--- config.mk ---
export PLATFORM = sky130hd
export DESIGN_NAME = unb_port
export DESIGN_NICKNAME = d
export VERILOG_FILES = /design/src/unb_pkg.sv /design/src/unb_tx_if.sv /design/src/unb_port.sv /design/src/unb_tx.sv
export VERILOG_INCLUDE_DIRS = /design/src /design/src/src
export SDC_FILE = /design/constraint.sdc
export NUM_CORES = 1
export LEC_CHECK = 0
export ABC_CLOCK_PERIOD_IN_PS = 1900
export CORE_UTILIZATION = 25
export CTS_CLUSTER_DIAMETER = 200
export CTS_CLUSTER_SIZE = 25
export DETAILED_ROUTE_END_ITERATION = 10
export DONT_BUFFER_PORTS = 1
export SYNTH_ARGS = -nofsm -noshare
export SYNTH_HDL_FRONTEND = slang
export SYNTH_HIERARCHICAL = 1
export SYNTH_SLANG_ARGS = --single-unit
--- constraint.sdc ---
create_clock -name SYS_CLK -period 1.9 [get_ports SYS_CLK]
set_input_delay 0.095 -clock SYS_CLK [delete_from_list [all_inputs] [get_ports SYS_CLK]]
set_output_delay 0.095 -clock SYS_CLK [all_outputs]
set_load 0.05 [all_outputs]
--- src/unb_regs.svh ---
// Register offsets, field positions, reset values and timing counts of the nine-bit serial port.
`ifndef UNB_REGS_SVH
`define UNB_REGS_SVH

`define UNB_ADDR_W          4
`define UNB_OFS_CTRL        4'h0
`define UNB_OFS_DATA        4'h4
`define UNB_OFS_IRQ_STAT    4'h8
`define UNB_OFS_IRQ_MASK    4'hc

`define UNB_CTRL_RX_DONE    0
`define UNB_CTRL_TX_DONE    1
`define UNB_CTRL_RX_NINTH   2
`define UNB_CTRL_TX_NINTH   3
`define UNB_CTRL_MP_FILT    4
`define UNB_CTRL_VAR_RATE   5
`define UNB_CTRL_DIV32      6
`define UNB_CTRL_TX_T2      8
`define UNB_CTRL_RX_T2      9

`define UNB_IRQ_RX          0
`define UNB_IRQ_TX          1
`define UNB_IRQ_DROP        2

`define UNB_CTRL_RST        10'h000
`define UNB_IRQ_RST         3'h0
`define UNB_RXBUF_RST       8'h00

`define UNB_CNT_LAST        4'hf
`define UNB_SAMPLE_A        4'h7
`define UNB_SAMPLE_B        4'h8
`define UNB_SAMPLE_C        4'h9
`define UNB_RX_SR_FILL      9'h1ff
`define UNB_TX_LAST_PAT     9'h003

`define UNB_RESP_OKAY       2'b00
`define UNB_RESP_SLVERR     2'b10

`endif

--- src/unb_pkg.sv ---
// Types shared by the nine-bit serial port modules.
package unb_pkg;

  typedef enum logic [2:0] {
    UNB_TX_IDLE  = 3'b001,
    UNB_TX_START = 3'b010,
    UNB_TX_SHIFT = 3'b100
  } unb_tx_state_e;

  typedef enum logic [2:0] {
    UNB_RX_HUNT = 3'b001,
    UNB_RX_BITS = 3'b010,
    UNB_RX_STOP = 3'b100
  } unb_rx_state_e;

  typedef logic [8:0] unb_shift_t;

endpackage : unb_pkg

--- src/unb_tx_if.sv ---
// Connection between the port top and its transmitter.
`timescale 1ns/1ps
interface unb_tx_if;
  logic       load;
  logic [7:0] data;
  logic       ninth;
  logic       tick;
  logic       line;
  logic       done;

  modport ctl (output load, output data, output ninth, output tick, input line, input done);
  modport tx  (input load, input data, input ninth, input tick, output line, output done);
endinterface : unb_tx_if

--- src/unb_port.sv ---
// Nine-bit asynchronous serial port with an AXI4-Lite register slave.
//
// Local design decisions: the AXI4-Lite slave port and the address map.
`timescale 1ns/1ps
`include "unb_regs.svh"
module unb_port
  import unb_pkg::*;
(
  // Clock and reset.
  input  wire logic                   SYS_CLK,
  input  wire logic                   RSTN,
  // AXI4-Lite write address and data.
  input  wire logic [`UNB_ADDR_W-1:0] AWADDR,
  input  wire logic                   AWVALID,
  output logic                        AWREADY,
  input  wire logic [31:0]            WDATA,
  input  wire logic [3:0]             WSTRB,
  input  wire logic                   WVALID,
  output logic                        WREADY,
  // AXI4-Lite write response.
  output logic [1:0]                  BRESP,
  output logic                        BVALID,
  input  wire logic                   BREADY,
  // AXI4-Lite read.
  input  wire logic [`UNB_ADDR_W-1:0] ARADDR,
  input  wire logic                   ARVALID,
  output logic                        ARREADY,
  output logic [31:0]                 RDATA,
  output logic [1:0]                  RRESP,
  output logic                        RVALID,
  input  wire logic                   RREADY,
  // Serial lines.
  output logic                        TX,
  input  wire logic                   RX,
  // Timer overflow pulses for the variable rate.
  input  wire logic                   TIMER1_OVF,
  input  wire logic                   TIMER2_OVF,
  // Interrupt.
  output logic                        IRQ
);

  unb_tx_if tif ();

  logic [9:0]             ctrl_r;
  logic [7:0]             rxbuf_r;
  logic [2:0]             irq_stat_r;
  logic [2:0]             irq_mask_r;
  logic                   aw_hold_r;
  logic                   w_hold_r;
  logic [`UNB_ADDR_W-1:0] awaddr_r;
  logic [31:0]            wdata_r;
  logic [3:0]             wstrb_r;
  logic                   bvalid_r;
  logic [1:0]             bresp_r;
  logic                   rvalid_r;
  logic [31:0]            rdata_r;
  logic [1:0]             rresp_r;
  logic                   wr_go;
  logic                   prediv_r;
  logic                   tx_tick;
  logic                   rx_tick;
  unb_rx_state_e          rx_state_r;
  unb_shift_t             rx_sr_r;
  logic [3:0]             rx_cnt_r;
  logic                   rx_prev_r;
  logic [2:0]             votes_r;
  logic                   rx_bit;
  logic                   rx_roll;
  logic                   rx_load;
  logic                   rx_drop;
  logic                   ctrl_wr;
  logic                   rx_done_clr;
  logic                   tx_done_clr;

  // Sample tick source: prescaled oscillator, or the chosen timer overflow.
  function automatic logic pick_tick(input logic var_rate, input logic use_t2,
                                     input logic fixed_tick, input logic t1,
                                     input logic t2);
    begin
      if (var_rate)
        pick_tick = use_t2 ? t2 : t1;
      else
        pick_tick = fixed_tick;
    end
  endfunction : pick_tick

  // Two of three majority vote of the mid-bit samples.
  function automatic logic vote(input logic [2:0] s);
    begin
      vote = (s[0] & s[1]) | (s[0] & s[2]) | (s[1] & s[2]);
    end
  endfunction : vote

  // Halving prescaler; a tick every clock gives 1/16, every other clock 1/32.
  always_ff @(posedge SYS_CLK)
  begin
    if (!RSTN)
      prediv_r <= 1'b0;
    else
      prediv_r <= ~prediv_r;
  end

  assign tx_tick = pick_tick(ctrl_r[`UNB_CTRL_VAR_RATE], ctrl_r[`UNB_CTRL_TX_T2],
                             ~ctrl_r[`UNB_CTRL_DIV32] | prediv_r, TIMER1_OVF, TIMER2_OVF);
  assign rx_tick = pick_tick(ctrl_r[`UNB_CTRL_VAR_RATE], ctrl_r[`UNB_CTRL_RX_T2],
                             ~ctrl_r[`UNB_CTRL_DIV32] | prediv_r, TIMER1_OVF, TIMER2_OVF);

  // Write address and data are caught independently, in either order.
  assign AWREADY = !aw_hold_r && !bvalid_r;
  assign WREADY  = !w_hold_r && !bvalid_r;
  assign wr_go   = aw_hold_r && w_hold_r && !bvalid_r;

  always_ff @(posedge SYS_CLK)
  begin
    if (!RSTN)
    begin
      aw_hold_r <= 1'b0;
      w_hold_r  <= 1'b0;
      awaddr_r  <= {`UNB_ADDR_W{1'b0}};
      wdata_r   <= 32'h0000_0000;
      wstrb_r   <= 4'h0;
    end
    else
    begin
      if (AWVALID && AWREADY)
      begin
        aw_hold_r <= 1'b1;
        awaddr_r  <= AWADDR;
      end
      else if (wr_go)
        aw_hold_r <= 1'b0;
      if (WVALID && WREADY)
      begin
        w_hold_r <= 1'b1;
        wdata_r  <= WDATA;
        wstrb_r  <= WSTRB;
      end
      else if (wr_go)
        w_hold_r <= 1'b0;
    end
  end

  // Write response; unmapped addresses answer with a slave error.
  always_ff @(posedge SYS_CLK)
  begin
    if (!RSTN)
    begin
      bvalid_r <= 1'b0;
      bresp_r  <= `UNB_RESP_OKAY;
    end
    else if (wr_go)
    begin
      bvalid_r <= 1'b1;
      if (awaddr_r == `UNB_OFS_CTRL || awaddr_r == `UNB_OFS_DATA ||
          awaddr_r == `UNB_OFS_IRQ_STAT || awaddr_r == `UNB_OFS_IRQ_MASK)
        bresp_r <= `UNB_RESP_OKAY;
      else
        bresp_r <= `UNB_RESP_SLVERR;
    end
    else if (BREADY)
      bvalid_r <= 1'b0;
  end

  assign BVALID = bvalid_r;
  assign BRESP  = bresp_r;

  // Buffer write starts a frame; only byte lane 0 carries the data.
  assign tif.load  = wr_go && (awaddr_r == `UNB_OFS_DATA) && wstrb_r[0];
  assign tif.data  = wdata_r[7:0];
  assign tif.ninth = ctrl_r[`UNB_CTRL_TX_NINTH];
  assign tif.tick  = tx_tick;
  assign TX        = tif.line;

  unb_tx u_tx (
    .SYS_CLK (SYS_CLK),
    .RSTN    (RSTN),
    .tif     (tif.tx)
  );

  // Writing zero clears a done flag; writing one leaves it alone.
  assign ctrl_wr     = wr_go && (awaddr_r == `UNB_OFS_CTRL);
  assign rx_done_clr = ctrl_wr && wstrb_r[0] && !wdata_r[`UNB_CTRL_RX_DONE];
  assign tx_done_clr = ctrl_wr && wstrb_r[0] && !wdata_r[`UNB_CTRL_TX_DONE];

  // Control register; hardware sets of the done flags win over a clearing write.
  always_ff @(posedge SYS_CLK)
  begin
    if (!RSTN)
      ctrl_r <= `UNB_CTRL_RST;
    else
    begin
      if (ctrl_wr && wstrb_r[0])
      begin
        ctrl_r[`UNB_CTRL_TX_NINTH] <= wdata_r[`UNB_CTRL_TX_NINTH];
        ctrl_r[`UNB_CTRL_MP_FILT]  <= wdata_r[`UNB_CTRL_MP_FILT];
        ctrl_r[`UNB_CTRL_VAR_RATE] <= wdata_r[`UNB_CTRL_VAR_RATE];
        ctrl_r[`UNB_CTRL_DIV32]    <= wdata_r[`UNB_CTRL_DIV32];
      end
      if (ctrl_wr && wstrb_r[1])
      begin
        ctrl_r[`UNB_CTRL_TX_T2] <= wdata_r[`UNB_CTRL_TX_T2];
        ctrl_r[`UNB_CTRL_RX_T2] <= wdata_r[`UNB_CTRL_RX_T2];
      end
      if (rx_load)
      begin
        ctrl_r[`UNB_CTRL_RX_DONE]  <= 1'b1;
        ctrl_r[`UNB_CTRL_RX_NINTH] <= rx_bit;
      end
      else if (rx_done_clr)
        ctrl_r[`UNB_CTRL_RX_DONE] <= 1'b0;
      if (tif.done)
        ctrl_r[`UNB_CTRL_TX_DONE] <= 1'b1;
      else if (tx_done_clr)
        ctrl_r[`UNB_CTRL_TX_DONE] <= 1'b0;
    end
  end

  // Interrupt status is write-one-to-clear, mask is plain read and write.
  always_ff @(posedge SYS_CLK)
  begin
    if (!RSTN)
    begin
      irq_stat_r <= `UNB_IRQ_RST;
      irq_mask_r <= `UNB_IRQ_RST;
    end
    else
    begin
      if (wr_go && awaddr_r == `UNB_OFS_IRQ_MASK && wstrb_r[0])
        irq_mask_r <= wdata_r[2:0];
      if (wr_go && awaddr_r == `UNB_OFS_IRQ_STAT && wstrb_r[0])
        irq_stat_r <= (irq_stat_r & ~wdata_r[2:0]) | {rx_drop, tif.done, rx_load};
      else
        irq_stat_r <= irq_stat_r | {rx_drop, tif.done, rx_load};
    end
  end

  assign IRQ = |(irq_stat_r & irq_mask_r);

  // Register reads; one read in flight, unmapped addresses give a slave error.
  assign ARREADY = !rvalid_r;

  always_ff @(posedge SYS_CLK)
  begin
    if (!RSTN)
    begin
      rvalid_r <= 1'b0;
      rdata_r  <= 32'h0000_0000;
      rresp_r  <= `UNB_RESP_OKAY;
    end
    else if (ARVALID && ARREADY)
    begin
      rvalid_r <= 1'b1;
      rresp_r  <= `UNB_RESP_OKAY;
      if (ARADDR == `UNB_OFS_CTRL)
        rdata_r <= {22'h0, ctrl_r};
      else if (ARADDR == `UNB_OFS_DATA)
        rdata_r <= {24'h000000, rxbuf_r};
      else if (ARADDR == `UNB_OFS_IRQ_STAT)
        rdata_r <= {29'h0, irq_stat_r};
      else if (ARADDR == `UNB_OFS_IRQ_MASK)
        rdata_r <= {29'h0, irq_mask_r};
      else
      begin
        rdata_r <= 32'h0000_0000;
        rresp_r <= `UNB_RESP_SLVERR;
      end
    end
    else if (RREADY)
      rvalid_r <= 1'b0;
  end

  assign RVALID = rvalid_r;
  assign RDATA  = rdata_r;
  assign RRESP  = rresp_r;

  // Receive bit decision and frame-end conditions.
  assign rx_bit  = vote(votes_r);
  assign rx_roll = rx_tick && (rx_cnt_r == `UNB_CNT_LAST);
  // The stop bit is never looked at; the decision is taken at the ninth-bit shift.
  assign rx_load = (rx_state_r == UNB_RX_BITS) && rx_roll && !rx_sr_r[0]
                   && !ctrl_r[`UNB_CTRL_RX_DONE]
                   && (!ctrl_r[`UNB_CTRL_MP_FILT] || rx_bit);
  assign rx_drop = (rx_state_r == UNB_RX_BITS) && rx_roll && !rx_sr_r[0] && !rx_load;

  // Receive sequencer: hunt for an edge, vote each bit, shift, then skip the stop bit.
  always_ff @(posedge SYS_CLK)
  begin
    if (!RSTN)
    begin
      rx_state_r <= UNB_RX_HUNT;
      rx_sr_r    <= `UNB_RX_SR_FILL;
      rx_cnt_r   <= 4'h0;
      rx_prev_r  <= 1'b1;
      votes_r    <= 3'h7;
    end
    else if (rx_tick)
    begin
      rx_prev_r <= RX;
      rx_cnt_r  <= rx_cnt_r + 4'h1;
      if (rx_cnt_r == `UNB_SAMPLE_A)
        votes_r[0] <= RX;
      if (rx_cnt_r == `UNB_SAMPLE_B)
        votes_r[1] <= RX;
      if (rx_cnt_r == `UNB_SAMPLE_C)
        votes_r[2] <= RX;
      case (rx_state_r)
        UNB_RX_HUNT:
        begin
          if (rx_prev_r && !RX)
          begin
            rx_cnt_r   <= 4'h0;
            rx_sr_r    <= `UNB_RX_SR_FILL;
            rx_state_r <= UNB_RX_BITS;
          end
        end
        UNB_RX_BITS:
        begin
          if (rx_roll)
          begin
            if (rx_sr_r == `UNB_RX_SR_FILL && rx_bit)
              rx_state_r <= UNB_RX_HUNT;
            else
            begin
              rx_sr_r <= {rx_bit, rx_sr_r[8:1]};
              if (!rx_sr_r[0])
                rx_state_r <= UNB_RX_STOP;
            end
          end
        end
        UNB_RX_STOP:
        begin
          // Holding off one bit keeps the stop bit's own edges from retriggering.
          if (rx_roll)
            rx_state_r <= UNB_RX_HUNT;
        end
        default:
          rx_state_r <= UNB_RX_HUNT;
      endcase
    end
  end

  // Receive buffer takes the eight data bits of an accepted frame.
  always_ff @(posedge SYS_CLK)
  begin
    if (!RSTN)
      rxbuf_r <= `UNB_RXBUF_RST;
    else if (rx_load)
      rxbuf_r <= rx_sr_r[8:1];
  end

endmodule : unb_port

--- src/unb_tx.sv ---
// Transmitter of the nine-bit frame: start, eight data bits, ninth bit, stop.
`timescale 1ns/1ps
`include "unb_regs.svh"
module unb_tx
  import unb_pkg::*;
(
  // Clock and reset.
  input wire logic SYS_CLK,
  input wire logic RSTN,
  // Link to the port top.
  unb_tx_if.tx     tif
);

  unb_tx_state_e state_r;
  unb_shift_t    sr_r;
  logic [3:0]    cnt_r;
  logic          req_r;
  logic          first_r;
  logic          done_r;
  logic          roll;

  // A bit boundary is a rollover of the divide-by-16 counter, not the buffer write.
  assign roll = tif.tick && (cnt_r == `UNB_CNT_LAST);

  // Divide-by-16 counter free-runs so the start edge is always on a boundary.
  always_ff @(posedge SYS_CLK)
  begin
    if (!RSTN)
      cnt_r <= 4'h0;
    else if (tif.tick)
      cnt_r <= cnt_r + 4'h1;
  end

  // Request, shift register and sequencing of the frame.
  always_ff @(posedge SYS_CLK)
  begin
    if (!RSTN)
    begin
      state_r <= UNB_TX_IDLE;
      sr_r    <= 9'h000;
      req_r   <= 1'b0;
      first_r <= 1'b0;
      done_r  <= 1'b0;
    end
    else
    begin
      done_r <= 1'b0;
      if (tif.load)
      begin
        // A write mid-frame restarts the frame; software should wait for done.
        sr_r    <= {tif.ninth, tif.data};
        req_r   <= 1'b1;
        first_r <= 1'b1;
        state_r <= UNB_TX_IDLE;
      end
      else if (roll)
      begin
        case (state_r)
          UNB_TX_IDLE:
          begin
            if (req_r)
            begin
              req_r   <= 1'b0;
              state_r <= UNB_TX_START;
            end
          end
          UNB_TX_START:
            state_r <= UNB_TX_SHIFT;
          UNB_TX_SHIFT:
          begin
            // Stop bit is inserted on the first shift, zeros afterwards.
            sr_r    <= {first_r, sr_r[8:1]};
            first_r <= 1'b0;
            // The ninth bit may be either value, so bit 0 is masked; the raw load is skipped.
            if (!first_r && ((sr_r | 9'h001) == `UNB_TX_LAST_PAT))
            begin
              state_r <= UNB_TX_IDLE;
              done_r  <= 1'b1;
            end
          end
          default:
            state_r <= UNB_TX_IDLE;
        endcase
      end
    end
  end

  // Line: start bit while starting, shift output while shifting, idle high otherwise.
  assign tif.line = (state_r == UNB_TX_START) ? 1'b0 :
                    (state_r == UNB_TX_SHIFT) ? sr_r[0] : 1'b1;
  assign tif.done = done_r;

endmodule : unb_tx

; Yosys cells after proc, flatten, opt, wreduce, memory -nomap -nowiden
; Cells that the tools add are included.
[totals]
ff_bits = 119
inputBits = 54
[classes]
reduce_logical = 67
eq_ne = 26
addsub = 2
muxes = 52
bitwise = 16
[op_table]
columns = op, count
row1 = $mux 9, 6
row2 = $eq 4x4->1 const B, 8
row3 = $mux 3, 10
row4 = $logic_and 1x1->1, 28
row5 = $mux 1, 24
row6 = $reduce_bool 2->1, 10
row7 = $pmux 3 s3, 2
row8 = $pmux 9 s2, 1
row9 = $eq 4x3->1 const B, 3
row10 = $logic_not 1->1, 12
row11 = $mux 10, 1
row12 = $mux 2, 5
row13 = $reduce_and 2->1, 5
row14 = $reduce_and 5->1, 2
row15 = $eq 9x9->1 const B, 1
row16 = $add 4x1->4 const B, 2
row17 = $eq 8x1->1 const B, 1
row18 = $logic_not 4->1, 2
row19 = $mux 4, 2
row20 = $mux 8, 1
row21 = $ne 2x2->1 const B, 4
row22 = $and 3x3->3, 2
row23 = $eq 3x1->1 const B, 2
row24 = $eq 3x2->1 const B, 2
row25 = 13 further kinds, 27

; Depth between registers and ports, before layout
; Gate-level depths: netlist (run 1).
[logic_depth]
depth_word = 12
ltp_mapped = 9

; By module
; Netlist (run 1), hierarchy kept.
[modules_own_cells]
columns = mod, area_per_inst_um2, instances, cells_per_inst, seq_area_each_um2
row1 = unb_port, 3385.7, 1, 394, 1521.5
row2 = unb_tx, 935.9, 1, 106, 380.4

; Worst setup path before layout (run 1)
; Ideal clock, no wire load.
[synth_path]
path_type = reg2reg
from = register bvalid_r, in the netlist BVALID
to = register awaddr_r[0]
arrival_time_ns = 1.971
path_buffers = 1
setup_time_ns = 0.128
stages_incl_launch_ff = 6
path_slack_ns = -0.198
cell_sequence = dfxtp_1 > nor2_1 > and2_1 > clkbuf_1 > mux2i_1 > nor2_1
[synth_via]
elab_chain_cells = 3
[synth_rtl]
columns = element, line_no
row1 = "start, declared", unb_port.sv:53  ; logic bvalid_r;
row2 = "start signal, assigned", unb_port.sv:148  ; bvalid_r <= 1'b0;
row3 = "start signal, assigned", unb_port.sv:153  ; bvalid_r <= 1'b1;
row4 = "start signal, assigned", unb_port.sv:161  ; bvalid_r <= 1'b0;
row5 = $logic_not 1->1, unb_port.sv:109  ; assign AWREADY = !aw_hold_r && !bvalid_r;
row6 = $logic_and 1x1->1, unb_port.sv:109
row7 = net AWREADY, unb_port.sv:15  ; output logic AWREADY,
row8 = $logic_and 1x1->1, unb_port.sv:125  ; if (AWVALID && AWREADY)
row9 = "end signal, assigned", unb_port.sv:119  ; awaddr_r <= {`UNB_ADDR_W{1'b0}};
row10 = "end, declared", unb_port.sv:50  ; logic [`UNB_ADDR_W-1:0] awaddr_r;
; The timed path passes the listed nets, and every way through them passes these cells.
; A chain may end at the register's enable or synchronous reset.

; Worst setup path after layout (run 1)
[layout_path]
from = register rx_cnt_r[1]
to = register ctrl_r[2]
[layout_via]
elab_chain_cells = 6
[layout_rtl]
columns = element, line_no
row1 = "start, declared", unb_port.sv:64  ; logic [3:0] rx_cnt_r;
row2 = "start signal, assigned", unb_port.sv:299  ; rx_cnt_r <= rx_cnt_r + 4'h1;
row3 = $eq 4x4->1 (no line), n/a
row4 = $logic_and 1x1->1, unb_port.sv:278  ; assign rx_roll = rx_tick && (rx_cnt_r == `UNB_CNT_LAST);
row5 = $logic_and 1x1->1 (4 in a row), unb_port.sv:280  ; assign rx_load = (rx_state_r == UNB_RX_BITS) && rx_roll && !rx_sr_r[0]
row6 = "end signal, assigned by index", unb_port.sv:201  ; ctrl_r[`UNB_CTRL_TX_T2] <= wdata_r[`UNB_CTRL_TX_T2];
row7 = "end signal, assigned by index", unb_port.sv:202  ; ctrl_r[`UNB_CTRL_RX_T2] <= wdata_r[`UNB_CTRL_RX_T2];
row8 = "end signal, assigned by index", unb_port.sv:207  ; ctrl_r[`UNB_CTRL_RX_NINTH] <= rx_bit;
row9 = "end, declared", unb_port.sv:44  ; logic [9:0] ctrl_r;
; Every way passes these cells.

==> metrics.yaml, run 1 <==
synth:
  ys_ff_latch: 95
  synth_cells: 500
  synth_top_area_share_pct: 44.01
  ys_seq_area_share_pct: 44.01
  syn_area_mm2: 0.004322
  synth_edf_count: 0
  yosysWarnings: 6
  synthFlopType: "dfxtp_1"
  async_flop_share_pct: 0
  syn_area_per_cell_um2: 8.643
  synthTopCellsByArea: "dfxtp_1 (44%), mux2i_1 (8.8%), nor2_1 (5.7%)"
  synth_area_leader_cell: "dfxtp_1"
  ys_top_cells_by_count: "dfxtp_1 (95), nor2_1 (66), nand2_1 (49)"
  synth_cell_types: 58
  yosysMostFrequentCell: "dfxtp_1"
global_routing:
  grtUsageTotal_pct: 11.84
  grt-ovfl-total: 0
  grt_pass1_wl_um: 16640
  grt_antenna_before_repair: 0
  grt_pass1_vias: 3259
  grt_max_degree: 41
worst_setup_path:
  rr_endpoint: "ctrl_r[2]"
  crit_arrival_ns: 2.02
  cp.required_ns: 2.13
  end_kind: "flip-flop"
  crit_path_start_kind: "flip-flop"
  reg2reg_slack_ns: 0.10
  crit_end: "ctrl_r[2]"
  reg2reg_depth: 6
  critPathLaunch: "rx_cnt_r[1]"
  crit_fanout: 6
  r2r_start: "rx_cnt_r[1]"
  path_class: "reg2reg"
placement:
  dp.final_hpwl_um: 7057
  gp_congestion: 0.7649
  placed_cells: 722
  place_ws_ns: 0.07182
  portBuffers: 0
power_and_ir_drop:
  static-leakage-power_nw: 2.021
  ir_worst_vdd_mv: 0.4426
  power_w: 0.004541
  p_per_area_mw_per_mm2: 877.0
sta:
  rsz0062_at_grt: "no"
  period_needed_ns: 1.796
  maxSlewHeadroom_pct: 38.34
  fmaxAchievable_mhz: 556.9
  hold_viol: 0
  final.period_utilization_pct: 94.51
  setup_violations: 0
  setup_tns_ns: 0
  drv_slew: 0
  skew_ns: 0.008270
  worstMarginPinSlew_ns: 0.9218
  worst_slack_ns: 0.1044
status:
  status: "complete, no violations"
cts:
  path_clk_slew_ns: 0.07
  h-tree-depth: 3
  cts_buffers: 9
  postCtsSetupRepairBufs: 0
  clockBufferDepth: 2
  clock_latency_ns: 0.34
  root_buffer: "clkbuf_16"
  clock_sinks: 95
  cts_tree: "yes"
cells_and_area:
  antenna_cells: 0
  fin_nets: 593
  area_growth_pct: 19.80
  layoutNonFillerInstCount: 759
  drive_above_1_share_pct: 11.87
  fillers: 1760
die:
  dieWidth_um: 133.5
  die_area_mm2: 0.01782
  core-area_mm2: 0.01676
  row_count: 47
  floorplan.initialDensity_pct: 25.79
  ios: 97
  die_h_um: 133.5
drt:
  vias: 3537
  wl_per_cell_um: 13.50
  drt-total-wl_um: 10240
  drc: 0
  drtIter0Drc: 254
  ant_nets: 0
  drtPass1Iterations: 4
  vias_per_cell: 4.660
min_path:
  hold_path.class: "in2reg"
job:
  max_cap_viol_count: 0
-- what timing repair did --
item,4_1_cts,5_1_grt
hold endpoints to repair,49,0
setup endpoints to repair,0,11
hold buffers,21,0
resized for setup,0,8
-- cell usage in the layout (no fill, tap or decap), drive strengths merged, types with 5 or more instances in the layout --
master,n
a21oi,34
mux2i,38
inv,12
a31oi,12
nand3,19
clkbuf,9
nand2b,7
conb,24
xnor2,5
nand2,49
nor2,66
dfxtp,95
o21ai,27
nor3,9
nor3b,6
buf,29
dlygate4sd3,21
nand4,7
-- power breakdown --
part / switching [W] / total, W / leakage [nW] / internal [W]
registers: 0.0000480 / 0.00210 / 0.773 / 0.00205
logic: 0.000340 / 0.000508 / 1.10 / 0.000168
clock network: 0.000782 / 0.00194 / 0.152 / 0.00115
total: 0.00117 / 0.00454 / 2.02 / 0.00337
-- area by class of cell --
cell class / instances / area [um2] / area share, %
Timing Repair Buffer: 50 / 452.9 / 8.748
Inverter: 11 / 41.29 / 0.7975
Multi-Input combinational cell: 368 / 2183 / 42.17
Clock buffer: 9 / 225.2 / 4.350
Tap cell: 220 / 275.3 / 5.317
Clock inverter: 6 / 93.84 / 1.812
Sequential cell: 95 / 1906 / 36.81
-- registers in the layout, summed over array words and instances (netlist names), 2 cells and up --
register,cells
RDATA,10
awaddr_r,4
ctrl_r,9
irq_mask_r,3
irq_stat_r,3
rx_cnt_r,4
rx_sr_r,9
rx_state_r,3
rxbuf_r,8
u_tx/cnt_r,4
u_tx/sr_r,9
u_tx/state_r,3
votes_r,3
wdata_r,10
wstrb_r,2
-- routing by layer --
| layer | wire length (um) | global-route usage (%) |
|---|---|---|
| met2 | 4757 | 19.50 |
| met1 | 4840 | 15.19 |
| met3 | 463 | 2.321 |
| met5 | 0 | 0 |
| met4 | 183 | 4.609 |
-- stage by stage --
step | instance area, um2 | hold slack, ns | utilization (%)
final | 5177 | 0.06961 | 30.89
after global routing | 5177 | 0.08585 | 30.89
after CTS | 5151 | 0.05839 | 30.74
after detailed placement | 4622 | 0.1670 | 27.58
after global placement | 4622 | 0.1636 | 27.58
after floorplan | 4412 | 0.1940 | -
-- worst max-delay path, stage by stage, from the launching register on --
cell and delay [ns]:
dfxtp_2 0.34, ha_2 0.19, and3_4 0.21, nand2_1 0.09, or4_4 0.62, mux2i_1 0.18, nor2_1 0.06
-- how the worst min path moves through the flow --
stage | cells after the start | endpoint | slack [ns] | from
after CTS | 3 | RDATA[8] | 0.06 | ARADDR[2]
after global routing | 3 | RDATA[7] | 0.09 | ARADDR[3]
after floorplan | 1 | RVALID | 0.19 | RREADY
after detailed placement | 1 | votes_r[0] | 0.17 | RSTN
after global placement | 1 | votes_r[2] | 0.16 | RSTN
final | 3 | RDATA[7] | 0.07 | ARADDR[3]
-- cells by family after synthesis --
kind of cell,Yosys count,synth area share (%)
AO/OA/AOI/OAI,99,13.87
XOR/XNOR,8,1.621
adder cells (fa/ha/maj),5,1.390
buffers and inverters,61,8.077
flip-flops,95,44.01
multiplexers,41,9.583
other,1,0.08677
AND/OR/NAND/NOR,190,21.37
Note: power is estimated with default switching activity, not from simulation.
==> inputs of run 2 (changes only) <==
--- a/config.mk
+++ b/config.mk
@@ -6,12 +6,14 @@
 export SDC_FILE = /design/constraint.sdc
 export NUM_CORES = 1
 export LEC_CHECK = 0
-export ABC_CLOCK_PERIOD_IN_PS = 1900
+export ABC_CLOCK_PERIOD_IN_PS = 1800
 export CORE_UTILIZATION = 25
 export CTS_CLUSTER_DIAMETER = 200
 export CTS_CLUSTER_SIZE = 25
 export DETAILED_ROUTE_END_ITERATION = 10
 export DONT_BUFFER_PORTS = 1
+export SKIP_LAST_GASP = 1
+export SLEW_MARGIN = 20
 export SYNTH_ARGS = -nofsm -noshare
 export SYNTH_HDL_FRONTEND = slang
 export SYNTH_HIERARCHICAL = 1
==> constraint.sdc (replaced) <==
create_clock -name SYS_CLK -period 1.8 [get_ports SYS_CLK]
set_input_delay 0.09 -clock SYS_CLK [delete_from_list [all_inputs] [get_ports SYS_CLK]]
set_output_delay 0.09 -clock SYS_CLK [all_outputs]
set_load 0.05 [all_outputs]
==> metrics.yaml, run 2 (synthesized netlist as in run 1, its figures left out) <==
worst_setup_path:
  reg2reg_slack_ns: 0.09  # -0.02 ns
  crit_fanout: 6  # unchanged
  crit_arrival_ns: 1.93  # -0.09 ns
  cp.required_ns: 2.02  # -0.11 ns
  reg2reg_depth: 6  # unchanged
  crit_path_start_kind: "flip-flop"
  path_class: "reg2reg"
  end_kind: "flip-flop"
global_routing:
  grt_antenna_before_repair: 0  # unchanged
  grt_max_degree: 65  # +59%
  grt_pass1_wl_um: 16950  # +1.9%
  grtUsageTotal_pct: 12.07  # +0.22 points
  grt-ovfl-total: 0  # unchanged
  grt_pass1_vias: 3274  # +0.46%
cells_and_area:
  antenna_cells: 0  # unchanged
  fin_nets: 608  # +2.5%
  drive_above_1_share_pct: 14.44  # +2.6 points
  regArea_mm2: 0.001909  # +0.20%
  area_growth_pct: 22.81
  fillers: 1744  # -0.91%
  multi_input_area_mm2: 0.002210  # +1.2%
  layoutNonFillerInstCount: 774  # +2.0%
  final_cell_mix: "dfxtp_1 (91), nor2_1 (65), nand2_1 (48), buf_4 (40), mux2i_1 (38)"
  layout_commonest_cell: "dfxtp_1"
  final_area_mm2: 0.005308  # +2.5%
cts:
  postCtsSetupRepairBufs: 0  # unchanged
  h-tree-depth: 3  # unchanged
  clockBufferDepth: 2  # unchanged
  cts_tree: "yes"
  root_buffer: "clkbuf_16"
  path_clk_slew_ns: 0.06  # about the same
  cts_buffers: 9  # unchanged
  clock_sinks: 95  # unchanged
  clock_latency_ns: 0.34  # about the same
sta:
  final.period_utilization_pct: 95.03  # +0.53 points
  hold_viol: 0  # unchanged
  rsz0062_at_grt: "no"
  worstMarginPinSlew_ns: 0.8974  # -0.02442 ns
  maxSlewHeadroom_pct: 39.98  # +1.6 points
  skew_ns: 0.009474  # +0.001204 ns
  period_needed_ns: 1.711  # -0.08500 ns
  drv_slew: 0  # unchanged
  setup_violations: 0  # unchanged
  fmaxAchievable_mhz: 584.6  # +5.0%
drt:
  vias_per_cell: 4.540  # -2.6%
  drt-total-wl_um: 10380  # +1.3%
  drc: 0  # unchanged
  ant_nets: 0  # unchanged
  vias: 3514  # -0.65%
  drtIter0Drc: 230  # -9.4%
  wl_per_cell_um: 13.41  # -0.64%
  drtPass1Iterations: 4  # unchanged
min_path:
  hold_path.class: "in2reg"
  min_path_cells: 3  # unchanged
job:
  max_cap_viol_count: 0  # unchanged
placement:
  dp.final_hpwl_um: 7209  # +2.1%
  gp_congestion: 0.7532  # -1.5%
  placed_area_mm2: 0.004763  # +3.1%
  portBuffers: 0  # unchanged
  placed_cells: 737  # +2.1%
die:
  die_h_um: 133.5  # unchanged
  row_count: 47  # unchanged
  dieWidth_um: 133.5  # unchanged
  core-area_mm2: 0.01676  # unchanged
  ios: 97  # unchanged
  die_area_mm2: 0.01782  # unchanged
  floorplan.initialDensity_pct: 25.79  # unchanged
power_and_ir_drop:
  p_per_area_mw_per_mm2: 868.1  # -1.0%
  ir_worst_vdd_mv: 0.4530  # +2.3%
  static-leakage-power_nw: 2.105  # +4.2%
status:
  status: "complete, no violations"
==> run 2: changes by cell type in the layout (fill, tap and decap cells not counted), sizes merged <==
cell and delta:
clkbuf +3, inv -1, clkinv -2, bufinv -1
buf +15, clkinvlp +1
==> run 2: worst paths after layout <==
kind	startpoint	endpoint
setup / recovery	rx_cnt_r[0]	rxbuf_r[3]
hold / removal	ARADDR[2]	RDATA[8]
setup reg to reg	rx_cnt_r[0]	rxbuf_r[3]
hold reg to reg	prediv_r	prediv_r
==> run 2: area by class of cell <==
cell class                 instances  area share (%)
sequential                        95           35.97
clock buffer                      12           4.455
multi-input combinational        368           41.63
tap                              220           5.186
clock inverter                     3          0.8487
timing repair buffer              65           11.13
inverter                          11          0.7779
==> run 2: through the flow <==
step	worst slack, ns	setup TNS (ns)	hold slack (ns)	utilization [%]	total power [W]
after floorplan	0.002168	0	0.1815	-	0.002678
after global placement	0.01756	0	0.1584	28.42	0.002753
after detailed placement	-0.006863	-0.006863	0.1642	28.42	0.002756
after CTS	-0.01203	-0.01203	0.02244	31.42	0.004662
after global routing	0.008348	0	0.05702	31.67	0.004802
final	0.08937	0	0.03695	31.67	0.004608
==> run 2: metal layers <==
metal	vias up	share of wire [%]	track usage (%)
met5	-	0	0
met3	6	4.5	3.120
met1	1638	48	15.77
met2	77	46	18.84
met4	0	1.0	4.924
li1	1793	-	-
==> run 2: repair_timing <==
item,4_1_cts,5_1_grt
resized for setup,1,12
pin swaps,0,1
hold buffers,21,0
cloned,1,0
endpoints found under the setup margin,10,29
hold endpoints to repair,49,0
==> run 2: power breakdown <==
group	internal (W)	total, W	switching (W)
combinational	0.000185	0.000554	0.000369
clock	0.00107	0.00184	0.000774
sequential	0.00216	0.00221	0.0000481
total	0.00342	0.00461	0.00119
==> run 2: critical path: stages, from the launching register on <==
cell and delay, ns:
dfxtp_2 0.35, ha_4 0.13, and3_4 0.22, nand2_4 0.06
or4_4 0.60, mux2i_1 0.18, nor2_1 0.05
==> inputs of run 3 (changes only) <==
--- a/config.mk
+++ b/config.mk
@@ -7,12 +7,13 @@
 export NUM_CORES = 1
 export LEC_CHECK = 0
 export ABC_CLOCK_PERIOD_IN_PS = 1800
+export CAP_MARGIN = 20
+export CORE_MARGIN = 2
 export CORE_UTILIZATION = 25
 export CTS_CLUSTER_DIAMETER = 200
 export CTS_CLUSTER_SIZE = 25
 export DETAILED_ROUTE_END_ITERATION = 10
 export DONT_BUFFER_PORTS = 1
-export SKIP_LAST_GASP = 1
 export SLEW_MARGIN = 20
 export SYNTH_ARGS = -nofsm -noshare
 export SYNTH_HDL_FRONTEND = slang
==> metrics.yaml, run 3 (synthesized netlist as in run 1, its figures left out) <==
status:
  status: "complete, no violations"
cts:
  cts_tree: "yes"
  path_clk_slew_ns: 0.07  # about the same
  h-tree-depth: 3  # unchanged
  postCtsSetupRepairBufs: 0  # unchanged
  root_buffer: "clkbuf_16"
  clock_latency_ns: 0.34  # about the same
  clock_sinks: 95  # unchanged
  cts_buffers: 9  # unchanged
  clockBufferDepth: 2  # unchanged
worst_setup_path:
  r2r_start: "rx_cnt_r[0]"
  path_class: "reg2reg"
  rr_endpoint: "rxbuf_r[4]"
  reg2reg_depth: 6  # unchanged
  crit_path_start_kind: "flip-flop"
  crit_fanout: 6  # unchanged
  reg2reg_slack_ns: 0.04  # -0.05 ns
  end_kind: "flip-flop"
  cp.required_ns: 2.04  # +0.02 ns
  crit_arrival_ns: 2.00  # +0.07 ns
placement:
  dp.final_hpwl_um: 7283  # +1.0%
  portBuffers: 0  # unchanged
  placed_cells: 739  # +0.27%
  gp_congestion: 0.7696  # +2.2%
  placed_area_mm2: 0.004722  # -0.87%
drt:
  ant_nets: 0  # unchanged
  drc: 0  # unchanged
  drt-total-wl_um: 10450  # +0.71%
  vias: 3569  # +1.6%
  vias_per_cell: 4.593  # +1.2%
  wl_met2_um: 4851  # +1.5%
  met1_length_um: 4918  # -2.1%
  drtPass1Iterations: 4  # unchanged
  wl_met3_um: 380  # -19%
  dr.max_layer_used: "met4"
  drtIter0Drc: 199  # -13%
  wl_per_cell_um: 13.45  # +0.32%
min_path:
  min_path_cells: 3  # unchanged
  hold_path.class: "in2reg"
  hp-start: "ARADDR[3]"
  whs_endpoint: "RDATA[7]"
cells_and_area:
  fin_nets: 605  # -0.49%
  antenna_cells: 0  # unchanged
  final_util_pct: 30.96  # -0.71 points
  layout_commonest_cell: "dfxtp_1"
  drive_above_1_share_pct: 14.49  # +0.052 points
  final_area_mm2: 0.005299  # -0.17%
  layoutNonFillerInstCount: 777  # +0.39%
  final_cell_mix: "dfxtp_1 (91), nor2_1 (65), nand2_1 (48), buf_4 (39), mux2i_1 (38)"
  area_growth_pct: 22.61
die:
  floorplan.initialDensity_pct: 25.25  # -0.54 points
  row_count: 48  # +2.1%
  dieWidth_um: 135.5  # +1.5%
  die_area_mm2: 0.01835  # +3.0%
  ios: 97  # unchanged
  core-area_mm2: 0.01712  # +2.1%
  die_h_um: 135.5  # +1.5%
sta:
  skew_ns: 0.005426  # -0.004048 ns
  hold_viol: 0  # unchanged
  setup_violations: 0  # unchanged
  period_needed_ns: 1.760  # +0.04901 ns
  rsz0062_at_grt: "no"
  maxSlewHeadroom_pct: 38.23  # -1.7 points
  worstMarginPinSlew_ns: 0.9234  # +0.02605 ns
  final.period_utilization_pct: 97.76  # +2.7 points
  fmaxAchievable_mhz: 568.3  # -2.8%
  drv_slew: 0  # unchanged
global_routing:
  grt_max_degree: 30  # -54%
  grt_antenna_before_repair: 0  # unchanged
  grtUsageTotal_pct: 11.77  # -0.30 points
  grt_pass1_wl_um: 16950  # unchanged
  grt-ovfl-total: 0  # unchanged
  grt_pass1_vias: 3299  # +0.76%
power_and_ir_drop:
  static-leakage-power_nw: 2.092  # -0.64%
  ir_worst_vdd_mv: 0.4509  # -0.46%
  p_per_area_mw_per_mm2: 914.6  # +5.3%
job:
  max_cap_viol_count: 0  # unchanged
[run 3: per-stage QoR]
stage | TNS [ns] | hold slack (ns) | total power (W) | worst slack [ns]
after floorplan | 0 | 0.1815 | 0.002678 | 0.002168
after global routing | 0 | 0.06060 | 0.005021 | 0.003165
after global placement | 0 | 0.1622 | 0.002748 | 0.03398
final | 0 | 0.05893 | 0.004846 | 0.04036
after CTS | 0 | 0.03973 | 0.004886 | 0.01083
after detailed placement | -0.03228 | 0.1687 | 0.002751 | -0.02250
[run 3: how the worst max path moves through the flow]
stage / from / endpoint / slack [ns] / cells after the start
detailed placement: rx_cnt_r[0] / rxbuf_r[4] / -0.02 / 6
CTS: rx_cnt_r[1] / rxbuf_r[4] / 0.01 / 6
global route: rx_cnt_r[1] / rxbuf_r[4] / 0.003 / 6
global placement: rx_cnt_r[0] / rxbuf_r[2] / 0.03 / 6
floorplan: rx_cnt_r[0] / ctrl_r[2] / 0.002 / 7
finish: rx_cnt_r[0] / rxbuf_r[4] / 0.04 / 6
[run 3: layout make-up]
cell class              instances  area, um2
fillers                      1804      11820
multi-input cells             368       2191
flip-flops and latches         95       1909
repair buffers                 62      543.0
well taps                     225      281.5
clock buffers                  11      252.7
clock inverters                 5      80.08
inverters                      11      41.29
[run 3: where the power goes]
group | internal (W) | total, W | switching (W)
sequential | 0.00216 | 0.00221 | 0.0000516
clock | 0.00129 | 0.00208 | 0.000794
combinational | 0.000186 | 0.000549 | 0.000363
total | 0.00364 | 0.00485 | 0.00121
[run 3: layer usage]
metal	vias to the layer above	track usage, %
met3	21	2.207
met4	0	6.134
met2	78	18.75
met1	1681	15.16
met5	-	0
li1	1789	-
[run 3: critical path: stages, from the launching register on]
cell and delay, ns:
dfxtp_2 0.33, ha_2 0.18, and3_4 0.21, nand2_2 0.08, or4_4 0.59, mux2i_1 0.20, nor2_1 0.06
[run 3: what timing repair did]
action                                  4_1_cts  5_1_grt
endpoints found under the setup margin        9       26
hold buffers                                 21        0
gates cloned                                  1        0
hold endpoints to repair                     48        0
pin swaps                                     1        3
resized for setup                             5        4
